### src/rtl/clock_manager_pkg.sv
/*
 * Shared constants and carrier types of the clock manager control block:
 * register offsets, writable-bit masks, reset values, field positions and
 * the scale factors of the duty-cycle arithmetic.
 * Assumes an 8-bit register port with a 3-bit word address.
 */
package clock_manager_pkg;

    // ************************************************************
    // Register offsets
    // ************************************************************
    localparam logic [2:0] DIV_OFFSET    = 3'h2;
    localparam logic [2:0] DUTY2X_OFFSET = 3'h3;
    localparam logic [2:0] DUTY1X_OFFSET = 3'h4;
    localparam logic [2:0] MODE_OFFSET   = 3'h5;
    localparam logic [2:0] CTRL_OFFSET   = 3'h7;

    // ************************************************************
    // Writable bits and reset values
    // ************************************************************
    localparam logic [7:0] DIV_RW_MASK      = 8'h8F;
    localparam logic [7:0] MODE_RW_MASK     = 8'h15;
    localparam logic [7:0] CTRL_RW_MASK     = 8'h80;
    localparam logic [7:0] DIV_RESET_VAL    = 8'h00;
    localparam logic [7:0] DUTY2X_RESET_VAL = 8'h00;
    localparam logic [7:0] DUTY1X_RESET_VAL = 8'h00;
    localparam logic [7:0] MODE_RESET_VAL   = 8'h00;
    localparam logic [7:0] CTRL_RESET_VAL   = 8'h00;
    localparam logic [7:0] READ_IDLE_VAL    = 8'h00;

    // ************************************************************
    // Field positions
    // ************************************************************
    localparam int DIV_VAL_LSB        = 0;
    localparam int DIV_VAL_W          = 4;
    localparam int DIV_RESET_BIT      = 7;
    localparam int MODE_PLL_BIT       = 0;
    localparam int MODE_FB_BIT        = 2;
    localparam int MODE_2X_BIT        = 4;
    localparam int CTRL_GSR_BLOCK_BIT = 7;
    localparam int STEP_LO_LSB        = 0;
    localparam int STEP_HI_LSB        = 3;
    localparam int STEP_W             = 3;
    localparam int FIRST_MASTER_BIT   = 6;
    localparam int SECOND_MASTER_BIT  = 7;
    localparam int MASTER1X_LSB       = 6;
    localparam int MASTER1X_W         = 2;

    // ************************************************************
    // Divider and duty arithmetic
    // ************************************************************
    localparam logic [3:0] DIV_BYPASS    = 4'h0;
    localparam logic [3:0] DIV_WRAP      = 4'h8;
    localparam logic [3:0] DIV_ONE       = 4'h1;
    localparam logic [4:0] HALF_IN_16THS = 5'h08; // 50% in 6.25% steps
    localparam logic [4:0] ONE_16TH      = 5'h01;
    localparam logic [5:0] ONE_32ND      = 6'h01; // 3.125% step

    // ************************************************************
    // Carrier types
    // ************************************************************
    typedef struct packed {
        logic       wr;
        logic       rd;
        logic [2:0] addr;
        logic [7:0] wdata;
    } reg_req_type;

    // High times: doubled clock in 1/16, single clock in 1/32 of a period
    typedef struct packed {
        logic [4:0] first_high;
        logic [4:0] second_high;
        logic [5:0] single_high;
    } duty_type;

endpackage

### src/rtl/duty_decoder.sv
/*
 * Combinational decode of the two duty-cycle registers into high times.
 * Assumes the caller registers the result before it leaves the block.
 */
`timescale 1ns/1ps
`default_nettype none

module duty_decoder (
    // Register contents
    input  wire logic [7:0]                duty2x_i,
    input  wire logic [7:0]                duty1x_i,
    // Decoded high times
    output var  clock_manager_pkg::duty_type duty_o
);
    import clock_manager_pkg::*;

    // ************************************************************
    // Step fields and master ranges
    // ************************************************************
    always_comb begin
        logic [2:0] step;
        logic [1:0] master;
        step   = duty1x_i[STEP_LO_LSB +: STEP_W];
        master = duty1x_i[MASTER1X_LSB +: MASTER1X_W];
        duty_o.first_high  = (duty2x_i[FIRST_MASTER_BIT] ?
                              HALF_IN_16THS : 5'h00) + ONE_16TH +
                             {2'h0, duty2x_i[STEP_LO_LSB +: STEP_W]}; // RL6
        duty_o.second_high = (duty2x_i[SECOND_MASTER_BIT] ?
                              HALF_IN_16THS : 5'h00) + ONE_16TH +
                             {2'h0, duty2x_i[STEP_HI_LSB +: STEP_W]}; // RL7
        // Upper master bit means above 50%: the other step field is unused
        if (master[1]) begin
            step = duty1x_i[STEP_HI_LSB +: STEP_W]; // RL11
        end
        duty_o.single_high = {1'b0, master, 3'h0} + {3'h0, step} +
                             ONE_32ND; // RL10
    end

endmodule // duty_decoder

`default_nettype wire

### src/rtl/edge_divider.sv
/*
 * Pulse divider for the edge clock: one output pulse per ratio_i ticks.
 * Assumes ratio_i lies in 1 to 8 and tick_i is on the same clock.
 */
`timescale 1ns/1ps
`default_nettype none

module edge_divider (
    // Clock and reset
    input  wire logic       clock_i,
    input  wire logic       rst_i,
    // Control
    input  wire logic       clear_i,
    input  wire logic [3:0] ratio_i,
    // Pulses
    input  wire logic       tick_i,
    output logic            pulse_o
);
    import clock_manager_pkg::*;

    logic [2:0] cnt_ff;
    logic [3:0] last;

    assign last = ratio_i - DIV_ONE;

    // ************************************************************
    // Tick counter
    // ************************************************************
    always_ff @(posedge clock_i) begin
        if (rst_i || clear_i) begin
            cnt_ff  <= 3'h0;
            pulse_o <= 1'b0;
        end else begin
            pulse_o <= 1'b0;
            if (tick_i) begin
                if ({1'b0, cnt_ff} >= last) begin // RL1
                    cnt_ff  <= 3'h0;
                    pulse_o <= 1'b1;
                end else begin
                    cnt_ff <= cnt_ff + 3'h1;
                end
            end
        end
    end
endmodule // edge_divider

`default_nettype wire

### src/rtl/clock_manager_ctrl_regs.sv
/*
 * Control registers of the programmable clock manager: edge clock
 * divider, doubled and single clock duty programming, loop mode select
 * and the global-reset block bit.
 * Assumes a same-clock register master and a same-clock delay line tick;
 * the global set/reset pin is asynchronous and is synchronised here.
 */
// Chosen here: strobed register access.
// Summary of operation
// RL1: Edge clock pulses are divided by the four-bit divider value.
// RL2: Divider value zero bypasses the divider with one cycle less latency.
// RL3: Values above eight divide by the value modulo eight.
// RL4: Divider reset bit forces default value; software clears it to release.
// RL5: Global set/reset clears the divider only when not blocked.
// RL6: Doubled first period high time is bit6 half plus low step.
// RL7: Doubled second period high time is bit7 half plus high step.
// RL8: Bit 6 picks first doubled period at most or above half.
// RL9: Bit 7 picks second doubled period range; C9 gives 62.5% both.
// RL10: Single clock up to half uses quarters plus low step.
// RL11: Single clock above half uses quarters plus high step.
// RL12: Two master bits choose the quarter range of the single clock.
// RL13: The unused step field of the single clock register is ignored.
// RL14: Same register sets output delay up to 31/32 of the period.
// RL15: Mode bit 0 selects delay-locked at zero, phase-locked at one.
// RL16: In phase-locked mode bit 2 picks feedback from delay line.
// RL17: In delay-locked mode bit 4 selects the doubled output.
// RL18: Global set/reset block bit keeps logic running through chip reset.
// RL19: Reserved bits read zero and ignore writes.
`timescale 1ns/1ps
`default_nettype none

module clock_manager_ctrl_regs (
    // Clock and reset
    input  wire logic                          clock_i,
    input  wire logic                          rst_i,
    // Register port
    input  wire clock_manager_pkg::reg_req_type reg_req_i,
    output logic [7:0]                         rdata_o,
    // Chip-wide reset pin, asynchronous
    input  wire logic                          global_set_reset_n_i,
    // Delay line clock as a same-clock tick
    input  wire logic                          delay_line_tick_i,
    // Clock routing controls
    output logic                               edge_clock_en_o,
    output logic                               pll_mode_o,
    output logic                               feedback_from_delay_line_o,
    output logic                               doubled_output_o,
    output clock_manager_pkg::duty_type        duty_o
);
    import clock_manager_pkg::*;

    // ************************************************************
    // Declarations
    // ************************************************************
    logic [7:0] div_ff;
    logic [7:0] duty2x_ff;
    logic [7:0] duty1x_ff;
    logic [7:0] mode_ff;
    logic [7:0] ctrl_ff;
    logic       gsr_n_meta_ff;
    logic       gsr_n_sync_ff;
    logic       gsr_active;
    logic [3:0] div_val;
    logic [3:0] ratio;
    logic       bypass;
    logic       div_clear;
    logic       div_pulse;
    logic       wr_div;
    logic [7:0] nxt_rdata;
    duty_type   duty_dec;

    assign wr_div = reg_req_i.wr && (reg_req_i.addr == DIV_OFFSET);

    // ************************************************************
    // Global set/reset synchroniser
    // ************************************************************
    // Two stages; only the second one is looked at by logic
    always_ff @(posedge clock_i) begin
        if (rst_i) begin
            gsr_n_meta_ff <= 1'b1;
            gsr_n_sync_ff <= 1'b1;
        end else begin
            gsr_n_meta_ff <= global_set_reset_n_i;
            gsr_n_sync_ff <= gsr_n_meta_ff;
        end
    end

    // Blocked chip reset leaves the divider running through a chip reset
    assign gsr_active = !gsr_n_sync_ff &&
                        !ctrl_ff[CTRL_GSR_BLOCK_BIT]; // RL5 RL18

    // ************************************************************
    // Divider register
    // ************************************************************
    // A write with the reset bit set stores default value plus the bit
    always_ff @(posedge clock_i) begin
        if (rst_i || gsr_active) begin // RL5
            div_ff <= DIV_RESET_VAL;
        end else if (wr_div) begin
            if (reg_req_i.wdata[DIV_RESET_BIT]) begin
                div_ff <= DIV_RESET_VAL; // RL4
                div_ff[DIV_RESET_BIT] <= 1'b1; // RL4
            end else begin
                div_ff <= reg_req_i.wdata & DIV_RW_MASK; // RL19
            end
        end
    end

    // ************************************************************
    // Duty registers
    // ************************************************************
    // All eight bits are fields, nothing reserved here
    always_ff @(posedge clock_i) begin
        if (rst_i) begin
            duty2x_ff <= DUTY2X_RESET_VAL;
        end else if (reg_req_i.wr && reg_req_i.addr == DUTY2X_OFFSET) begin
            duty2x_ff <= reg_req_i.wdata; // RL8 RL9
        end
    end

    always_ff @(posedge clock_i) begin
        if (rst_i) begin
            duty1x_ff <= DUTY1X_RESET_VAL;
        end else if (reg_req_i.wr && reg_req_i.addr == DUTY1X_OFFSET) begin
            duty1x_ff <= reg_req_i.wdata; // RL12 RL14
        end
    end

    // ************************************************************
    // Mode and control registers
    // ************************************************************
    always_ff @(posedge clock_i) begin
        if (rst_i) begin
            mode_ff <= MODE_RESET_VAL;
        end else if (reg_req_i.wr && reg_req_i.addr == MODE_OFFSET) begin
            mode_ff <= reg_req_i.wdata & MODE_RW_MASK; // RL19
        end
    end

    // Not cleared by the chip reset, or the block bit could never work
    always_ff @(posedge clock_i) begin
        if (rst_i) begin
            ctrl_ff <= CTRL_RESET_VAL;
        end else if (reg_req_i.wr && reg_req_i.addr == CTRL_OFFSET) begin
            ctrl_ff <= reg_req_i.wdata & CTRL_RW_MASK; // RL18
        end
    end

    // ************************************************************
    // Read port
    // ************************************************************
    // Unmapped offsets read as zero; data stands one cycle only
    always_comb begin
        nxt_rdata = READ_IDLE_VAL;
        if (!reg_req_i.rd) begin
            nxt_rdata = READ_IDLE_VAL;
        end else if (reg_req_i.addr == DIV_OFFSET) begin
            nxt_rdata = div_ff & DIV_RW_MASK; // RL19
        end else if (reg_req_i.addr == DUTY2X_OFFSET) begin
            nxt_rdata = duty2x_ff;
        end else if (reg_req_i.addr == DUTY1X_OFFSET) begin
            nxt_rdata = duty1x_ff;
        end else if (reg_req_i.addr == MODE_OFFSET) begin
            nxt_rdata = mode_ff & MODE_RW_MASK; // RL19
        end else if (reg_req_i.addr == CTRL_OFFSET) begin
            nxt_rdata = ctrl_ff & CTRL_RW_MASK;
        end
    end

    always_ff @(posedge clock_i) begin
        if (rst_i) begin
            rdata_o <= READ_IDLE_VAL;
        end else begin
            rdata_o <= nxt_rdata;
        end
    end

    // ************************************************************
    // Edge clock divider
    // ************************************************************
    // Values 9 to 15 wrap to 1 to 7; 8 stays a divide by eight
    assign div_val   = div_ff[DIV_VAL_LSB +: DIV_VAL_W];
    assign bypass    = (div_val == DIV_BYPASS); // RL2
    assign ratio     = (div_val > DIV_WRAP) ?
                       div_val - DIV_WRAP : div_val; // RL3
    assign div_clear = bypass || div_ff[DIV_RESET_BIT]; // RL4

    edge_divider u_edge_divider (
        .clock_i (clock_i),
        .rst_i   (rst_i),
        .clear_i (div_clear),
        .ratio_i (ratio),
        .tick_i  (delay_line_tick_i),
        .pulse_o (div_pulse)
    );

    // Bypass skips the counter stage, so it is one cycle earlier
    always_ff @(posedge clock_i) begin
        if (rst_i || gsr_active) begin
            edge_clock_en_o <= 1'b0;
        end else if (bypass) begin
            edge_clock_en_o <= delay_line_tick_i; // RL2
        end else begin
            edge_clock_en_o <= div_pulse; // RL1
        end
    end

    // ************************************************************
    // Loop mode outputs
    // ************************************************************
    // Mode-dependent bits are gated so a stale setting cannot leak
    always_ff @(posedge clock_i) begin
        if (rst_i) begin
            pll_mode_o                 <= 1'b0;
            feedback_from_delay_line_o <= 1'b0;
            doubled_output_o           <= 1'b0;
        end else begin
            pll_mode_o                 <= mode_ff[MODE_PLL_BIT]; // RL15
            feedback_from_delay_line_o <= mode_ff[MODE_PLL_BIT] &&
                                          mode_ff[MODE_FB_BIT]; // RL16
            doubled_output_o           <= !mode_ff[MODE_PLL_BIT] &&
                                          mode_ff[MODE_2X_BIT]; // RL17
        end
    end

    // ************************************************************
    // Duty outputs
    // ************************************************************
    duty_decoder u_duty_decoder (
        .duty2x_i (duty2x_ff),
        .duty1x_i (duty1x_ff),
        .duty_o   (duty_dec)
    );

    // Registered so routing never sees decoder glitches
    always_ff @(posedge clock_i) begin
        if (rst_i) begin
            duty_o <= '0;
        end else begin
            duty_o <= duty_dec; // RL13
        end
    end
endmodule // clock_manager_ctrl_regs

`default_nettype wire

### config.mk
export PLATFORM = sky130hd
export DESIGN_NAME = clock_manager_ctrl_regs
export DESIGN_NICKNAME = d
export VERILOG_FILES = /design/src/rtl/clock_manager_pkg.sv /design/src/rtl/duty_decoder.sv /design/src/rtl/edge_divider.sv /design/src/rtl/clock_manager_ctrl_regs.sv
export SDC_FILE = /design/constraint.sdc
export NUM_CORES = 1
export LEC_CHECK = 0
export BUFFER_PORTS_ARGS = -buffer_cell sky130_fd_sc_hd__buf_4
export CELL_PAD_IN_SITES_DETAIL_PLACEMENT = 1
export CELL_PAD_IN_SITES_GLOBAL_PLACEMENT = 1
export CORE_ASPECT_RATIO = 0.6
export CORE_UTILIZATION = 37
export DETAILED_ROUTE_END_ITERATION = 8
export GPL_TIMING_DRIVEN = 0
export HOLD_SLACK_MARGIN = 0.02
export PLACE_DENSITY = 0.73
export SKIP_CTS_REPAIR_TIMING = 1
export SLEW_MARGIN = 15
export SYNTH_ARGS = -nofsm -noshare
export SYNTH_HDL_FRONTEND = slang
export SYNTH_SLANG_ARGS = --single-unit
### constraint.sdc
create_clock -name clock_i -period 1.7 [get_ports clock_i]
set_input_delay 0 -clock clock_i [delete_from_list [all_inputs] [get_ports clock_i]]
set_output_delay 0 -clock clock_i [all_outputs]
set_load 0.1 [all_outputs]
* After elaboration in Yosys (flattened, before gate mapping)
Cells that the tools add are included.
** Cells by class
- $add $sub $neg :: 9
- Magnitude comparators :: 2
- Eq/ne operators :: 5
- Mux-type cells :: 13
- Bitwise operators :: 2
- Reductions and logical operators :: 18
** Operator list (number)
- 8-bit 2-to-1 mux :: 6
- 4-bit 2-to-1 mux :: 3
- 5-bit by 1-bit adder with 5-bit output, second input constant :: 2
- 5-bit by 3-bit adder with 5-bit output :: 2
- 3-bit == test, second input constant :: 3
- 1-bit logical AND :: 8
- 5-bit by 3-bit adder with 6-bit output :: 1
- 6-bit by 1-bit adder with 6-bit output, second input constant :: 1
- 3-bit by 2-bit == test with 1-bit output, second input constant :: 2
- 3-bit 2-to-1 mux :: 2
- 3-bit by 4-bit greater-or-equal comparator with 1-bit output :: 1
- 4-bit > comparator, second input constant :: 1
- 4-bit logical NOT :: 1
- 2-bit OR reduction :: 2
- 4-bit by 1-bit subtractor with 4-bit output, second input constant :: 1
- 4-bit subtractor, second input constant :: 1
- 3-bit by 1-bit adder with 3-bit output, second input constant :: 1
- 1-bit logical NOT :: 3
- 1-bit logical OR :: 3
- 3-bit OR reduction :: 1
- 1-bit 2-to-1 mux :: 2
- 1-bit inverter :: 2
** Word-level totals
- Register bits :: 62
- Output and inout bits :: 28
- Logic and storage cells :: 67

* Logic depth before layout (Yosys ltp)
- Depth after elaboration :: 6
- Gate-level depth with buffers :: 8

* Modules after synthesis
Synthesis repeated with hierarchy kept, for this count alone.
** Second synthesis, totals
- Cells, all modules :: 256
- Area, all modules :: 2512.4 µm²
** By module, submodules not included
- clock_manager_ctrl_regs :: instances 1, cells an instance 195, area each 2008.2 µm², seq. area each 1101.1 µm²
- edge_divider :: instances 1, cells an instance 32, area each 281.5 µm², seq. area each 80.1 µm²
- duty_decoder :: instances 1, cells an instance 29, area each 222.7 µm², seq. area each 0.0 µm²

* Least setup slack after synthesis
OpenSTA, ideal clock, no wires.
- Kind :: register to register
- Start :: register div_ff[0]
- End :: register u_edge_divider.pulse_o
- Library setup time :: 0.116 ns
- Data arrival time :: 1.620 ns
- Required time :: 1.584 ns
- Setup slack :: -0.035 ns
- Cell stages (with the launch flop) :: 9
- Buffers on the path :: 0
- Cell sequence :: dfxtp_1 inv_1 ha_1 xnor2_1 ha_1 a21o_1 a31oi_1 nor2_1 and3_1
** Between the ends
- Cells in the longest elaborated chain, start to end :: 5
** Ends and longest elaborated chain
- start, declared :: line clock_manager_ctrl_regs.sv:55 : logic [7:0] div_ff;
- start signal, assigned :: line clock_manager_ctrl_regs.sv:104 : div_ff <= reg_req_i.wdata & DIV_RW_MASK;
- 4-bit subtractor / 4-bit > comparator (equally long branches) :: line clock_manager_ctrl_regs.sv:185, clock_manager_ctrl_regs.sv:184
- 4-bit 2-to-1 mux :: line clock_manager_ctrl_regs.sv:184 : assign ratio = (div_val > DIV_WRAP) ?
- 4-bit by 1-bit subtractor with 4-bit output :: line edge_divider.sv:24 : assign last = ratio_i - DIV_ONE;
- 3-bit by 4-bit greater-or-equal comparator with 1-bit output :: line edge_divider.sv:36 : if ({1'b0, cnt_ff} >= last) begin
- 1-bit 2-to-1 mux :: line edge_divider.sv:36
- end signal, assigned :: line edge_divider.sv:32 : pulse_o <= 1'b0;
- end signal, assigned :: line edge_divider.sv:34 : pulse_o <= 1'b0;
- end signal, assigned :: line edge_divider.sv:38 : pulse_o <= 1'b1;
- end, declared :: line edge_divider.sv:17 : output logic pulse_o
Several ways; a longest one is shown, not always the timed one.
A chain may end at the register's enable or synchronous reset.

* Worst setup path in the final report
- Start :: register div_ff[1]
- End :: register u_edge_divider.pulse_o
The elaborated chain is that of the path after synthesis.

==> impl_metrics.yaml <==
critical_path:
  rrSetupSlack_ns: -0.04
  cp_common_cell: "ha_4"
  arrival_ns: 1.98
  cp_slowest_cell: "dfxtp_4"
  cp_slowest_stage_delay_ns: 0.37
  worst_r2r_path_depth: 8
  cpLargestDelayFamily: "adder cells"
  start_kind: "flip-flop"
  worstSetupPathType: "reg -> reg"
  crit_path_cell_trace: "inv_4 > ha_4 > xnor2_4 > ha_4 > a21o_1 > a31oi_4 > nor2_2 > and3_4"
  worstSetupEndpointType: "flip-flop"
  r2r-end: "u_edge_divider.pulse_o"
  worstPathBufferInverterCount: 1
  timing.critical_path.fanout_max: 4
  cp.required_ns: 1.94
  rr_startpoint: "div_ff[1]"
sta:
  grt_setup_unrepaired: "true"
  setup_viol: 2
  hold_violations: 0
  max_freq_mhz: 575
  clock_skew_ns: 0.00807
  timing.final.crit_share_pct: 102
  final.setup.worst_slack_ns: -0.0390
  worstMarginPinSlew_ns: 0.567
  fin_hold_ws_ns: 0.0751
  maxSlewHeadroom_pct: 62.2
  finalMaxSlewViolations: 0
  fin_crit_ns: 1.74
cells_and_area:
  final_layout_size_suffix_gt1_share_pct: 25.4
  num_antenna_cells: 0
  syn2layout_area_growth_pct: 34.0
  design_area_um2: 3200
  fin_nets: 349
  regArea_um2: 1190
  multi_input_area_um2: 1200
  fillers: 734
power_and_ir_drop:
  power_density_nw_per_um2: 913
  leakage_nw: 1.33
  vdd_drop_max_mv: 0.396
  finalPower_mw: 2.92
logic_synthesis:
  synth_cell_types: 41
  ys_top_cells_by_count: "dfxtp_1 (59), nand2_1 (46), a21oi_1 (28)"
  synth_top_area_cell: "dfxtp_1"
  synth_top_area_share_pct: 49.5
  syn_inst: 259
  ys_warn_count: 0
  ys_seq_area_share_pct: 49.5
  synth-seq-cells: 59
  synth.avg_cell_area_um2: 9.21
  ys.flop_type: "dfxtp_1"
  synthTopCellsByArea: "dfxtp_1 (50%), nand2_1 (7.2%), a21oi_1 (5.9%)"
  syn_area_um2: 2390
  yosysMostFrequentCell: "dfxtp_1"
  synth_edf_count: 0
  syn-num-nets: 284
  synthArstFlopShare_pct: 0
hold_path:
  hold_start: "reg_req_i[10]"
  hold_depth: 4
  hold_end: "ctrl_ff[7]"
  hold_path_class: "in -> reg"
drt:
  antenna_left: 0
  drc: 0
  wl_per_cell_um: 17.1
  num_vias: 2105
  firstDrtPassIters: 5
  drt-initial-drc-count: 101
  routed_wl_mm: 7.03
  routed_via_density: 5.12
status:
  violations: "negative setup slack"
  run_status: "finished with violations"
placed_design:
  dp_hpwl_mm: 4.89
  place_congestion: 0.845
  place_area_um2: 2800
  io_buffer_count: 41
global_routing:
  antenna_found_initial: 0
  grt_pass1_vias: 1941
  grt_max_degree: 11
  grt_overflow: 0
  grt_usage_pct: 20.8
  grt_pass1_wl_mm: 10.3
cts:
  insertion_delay_ns: 0.34
  ctsHtreeMaxLevel: 3
  cts.clk_slew.worst_paths_ns: 0.07
  cts_sinks: 59
  cts_buffers: 9
  cts_root_buffer: "clkbuf_8"
  cts_tree: "built"
  clockBufferDepth: 2
floorplanning:
  die_y_um: 64.2
  io_pins: 45
  die_area_um2: 6780
  chipWidth_um: 106
  start_util_pct: 38.7
  rows: 22
  coreArea_um2: 6170
run:
  cap_violations: 0
## logic make-up (layout without fill, tap and decap cells)
group,count (synthesis),after routing,synth area share [%]
DFF,59,59,49.5
and+or+nand+nor,113,113,24.2
muxes,11,11,4.72
xor gates and xnor gates,7,7,2.57
AOI/OAI and AO/OA,46,46,11.6
adders and majority gates,8,8,4.20
buffers and inverters,15,83,3.20
## stage by stage
step / setup WS (ns) / util [%] / setup TNS [ns] / std cells
floorplan: 0.00493 / - / 0 / 259
global placement: -0.210 / 45.4 / -0.638 / 384
detailed placement: -0.273 / 45.4 / -0.835 / 384
CTS: -0.281 / 48.5 / -0.869 / 398
global route: -0.0723 / 51.9 / -0.223 / 411
finish: -0.0390 / 51.9 / -0.0526 / 411
## worst reg2reg max path, cell delays in order (launching register included)
cell and delay [ns]:
dfxtp_4 0.37, inv_4 0.04, ha_4 0.17, xnor2_4 0.19
ha_4 0.23, a21o_1 0.18, a31oi_4 0.19, nor2_2 0.07
and3_4 0.19
## layout make-up
class                      instances  area share [%]
sequential                        59            37.2
multi-input combinational        185            37.7
inverter                           4           0.548
buffer                            10            1.80
clock inverter                     1           0.235
tap                               84            3.29
timing repair buffer              55            13.7
clock buffer                      13            5.59
## routing by layer
layer / up-vias / global-route usage (%) / part of all wire [%]
li1: 1012 / - / -
met1: 1017 / 28.7 / 48
met2: 69 / 30.1 / 44
met3: 7 / 7.55 / 7.0
met4: 0 / 5.73 / 0.78
met5: - / 0 / 0
## flip-flops by register name (all words and copies together) (netlist names), 3 cells and up
register	flops
duty1x_ff	8
div_ff	5
duty2x_ff	8
u_edge_divider.cnt_ff	3
mode_ff	3
rdata_o	8
duty_o	16
## worst max path at each step
stage,start,depth (start not counted),end
after floorplan,div_ff[0],8,u_edge_divider.pulse_o
after detailed placement,div_ff[0],8,u_edge_divider.cnt_ff[1]
after global routing,div_ff[1],8,u_edge_divider.pulse_o
final,div_ff[1],8,u_edge_divider.pulse_o
after CTS,div_ff[0],8,u_edge_divider.cnt_ff[1]
after global placement,div_ff[0],8,u_edge_divider.pulse_o
## where the power goes
group | switching, mW | internal [mW] | total [mW] | leakage (nW)
Clock | 0.528 | 0.672 | 1.20 | 0.0936
Sequential | 0.0190 | 1.40 | 1.42 | 0.480
Combinational | 0.195 | 0.101 | 0.297 | 0.760
## cells in the final DEF (no fill, tap or decap), types with 2 or more instances in the layout
master	count
a21o_1	2
a21oi_1	28
a22oi_1	4
and2_1	3
and3b_1	2
and4b_1	2
buf_4	48
clkbuf_1	4
clkbuf_8	13
dfxtp_1	57
dfxtp_4	2
dlygate4sd3_1	10
ha_1	6
ha_4	2
inv_1	2
mux2_2	2
mux2i_1	9
nand2_1	46
nand2b_1	2
nand3_1	7
nand3b_1	5
nor2_1	23
nor2b_1	5
nor3_1	2
nor3b_1	2
nor3b_2	2
nor3b_4	2
o21ai_0	5
or2_2	2
xnor2_1	2
xor2_1	4
Note: power is estimated with default switching activity, not from simulation.
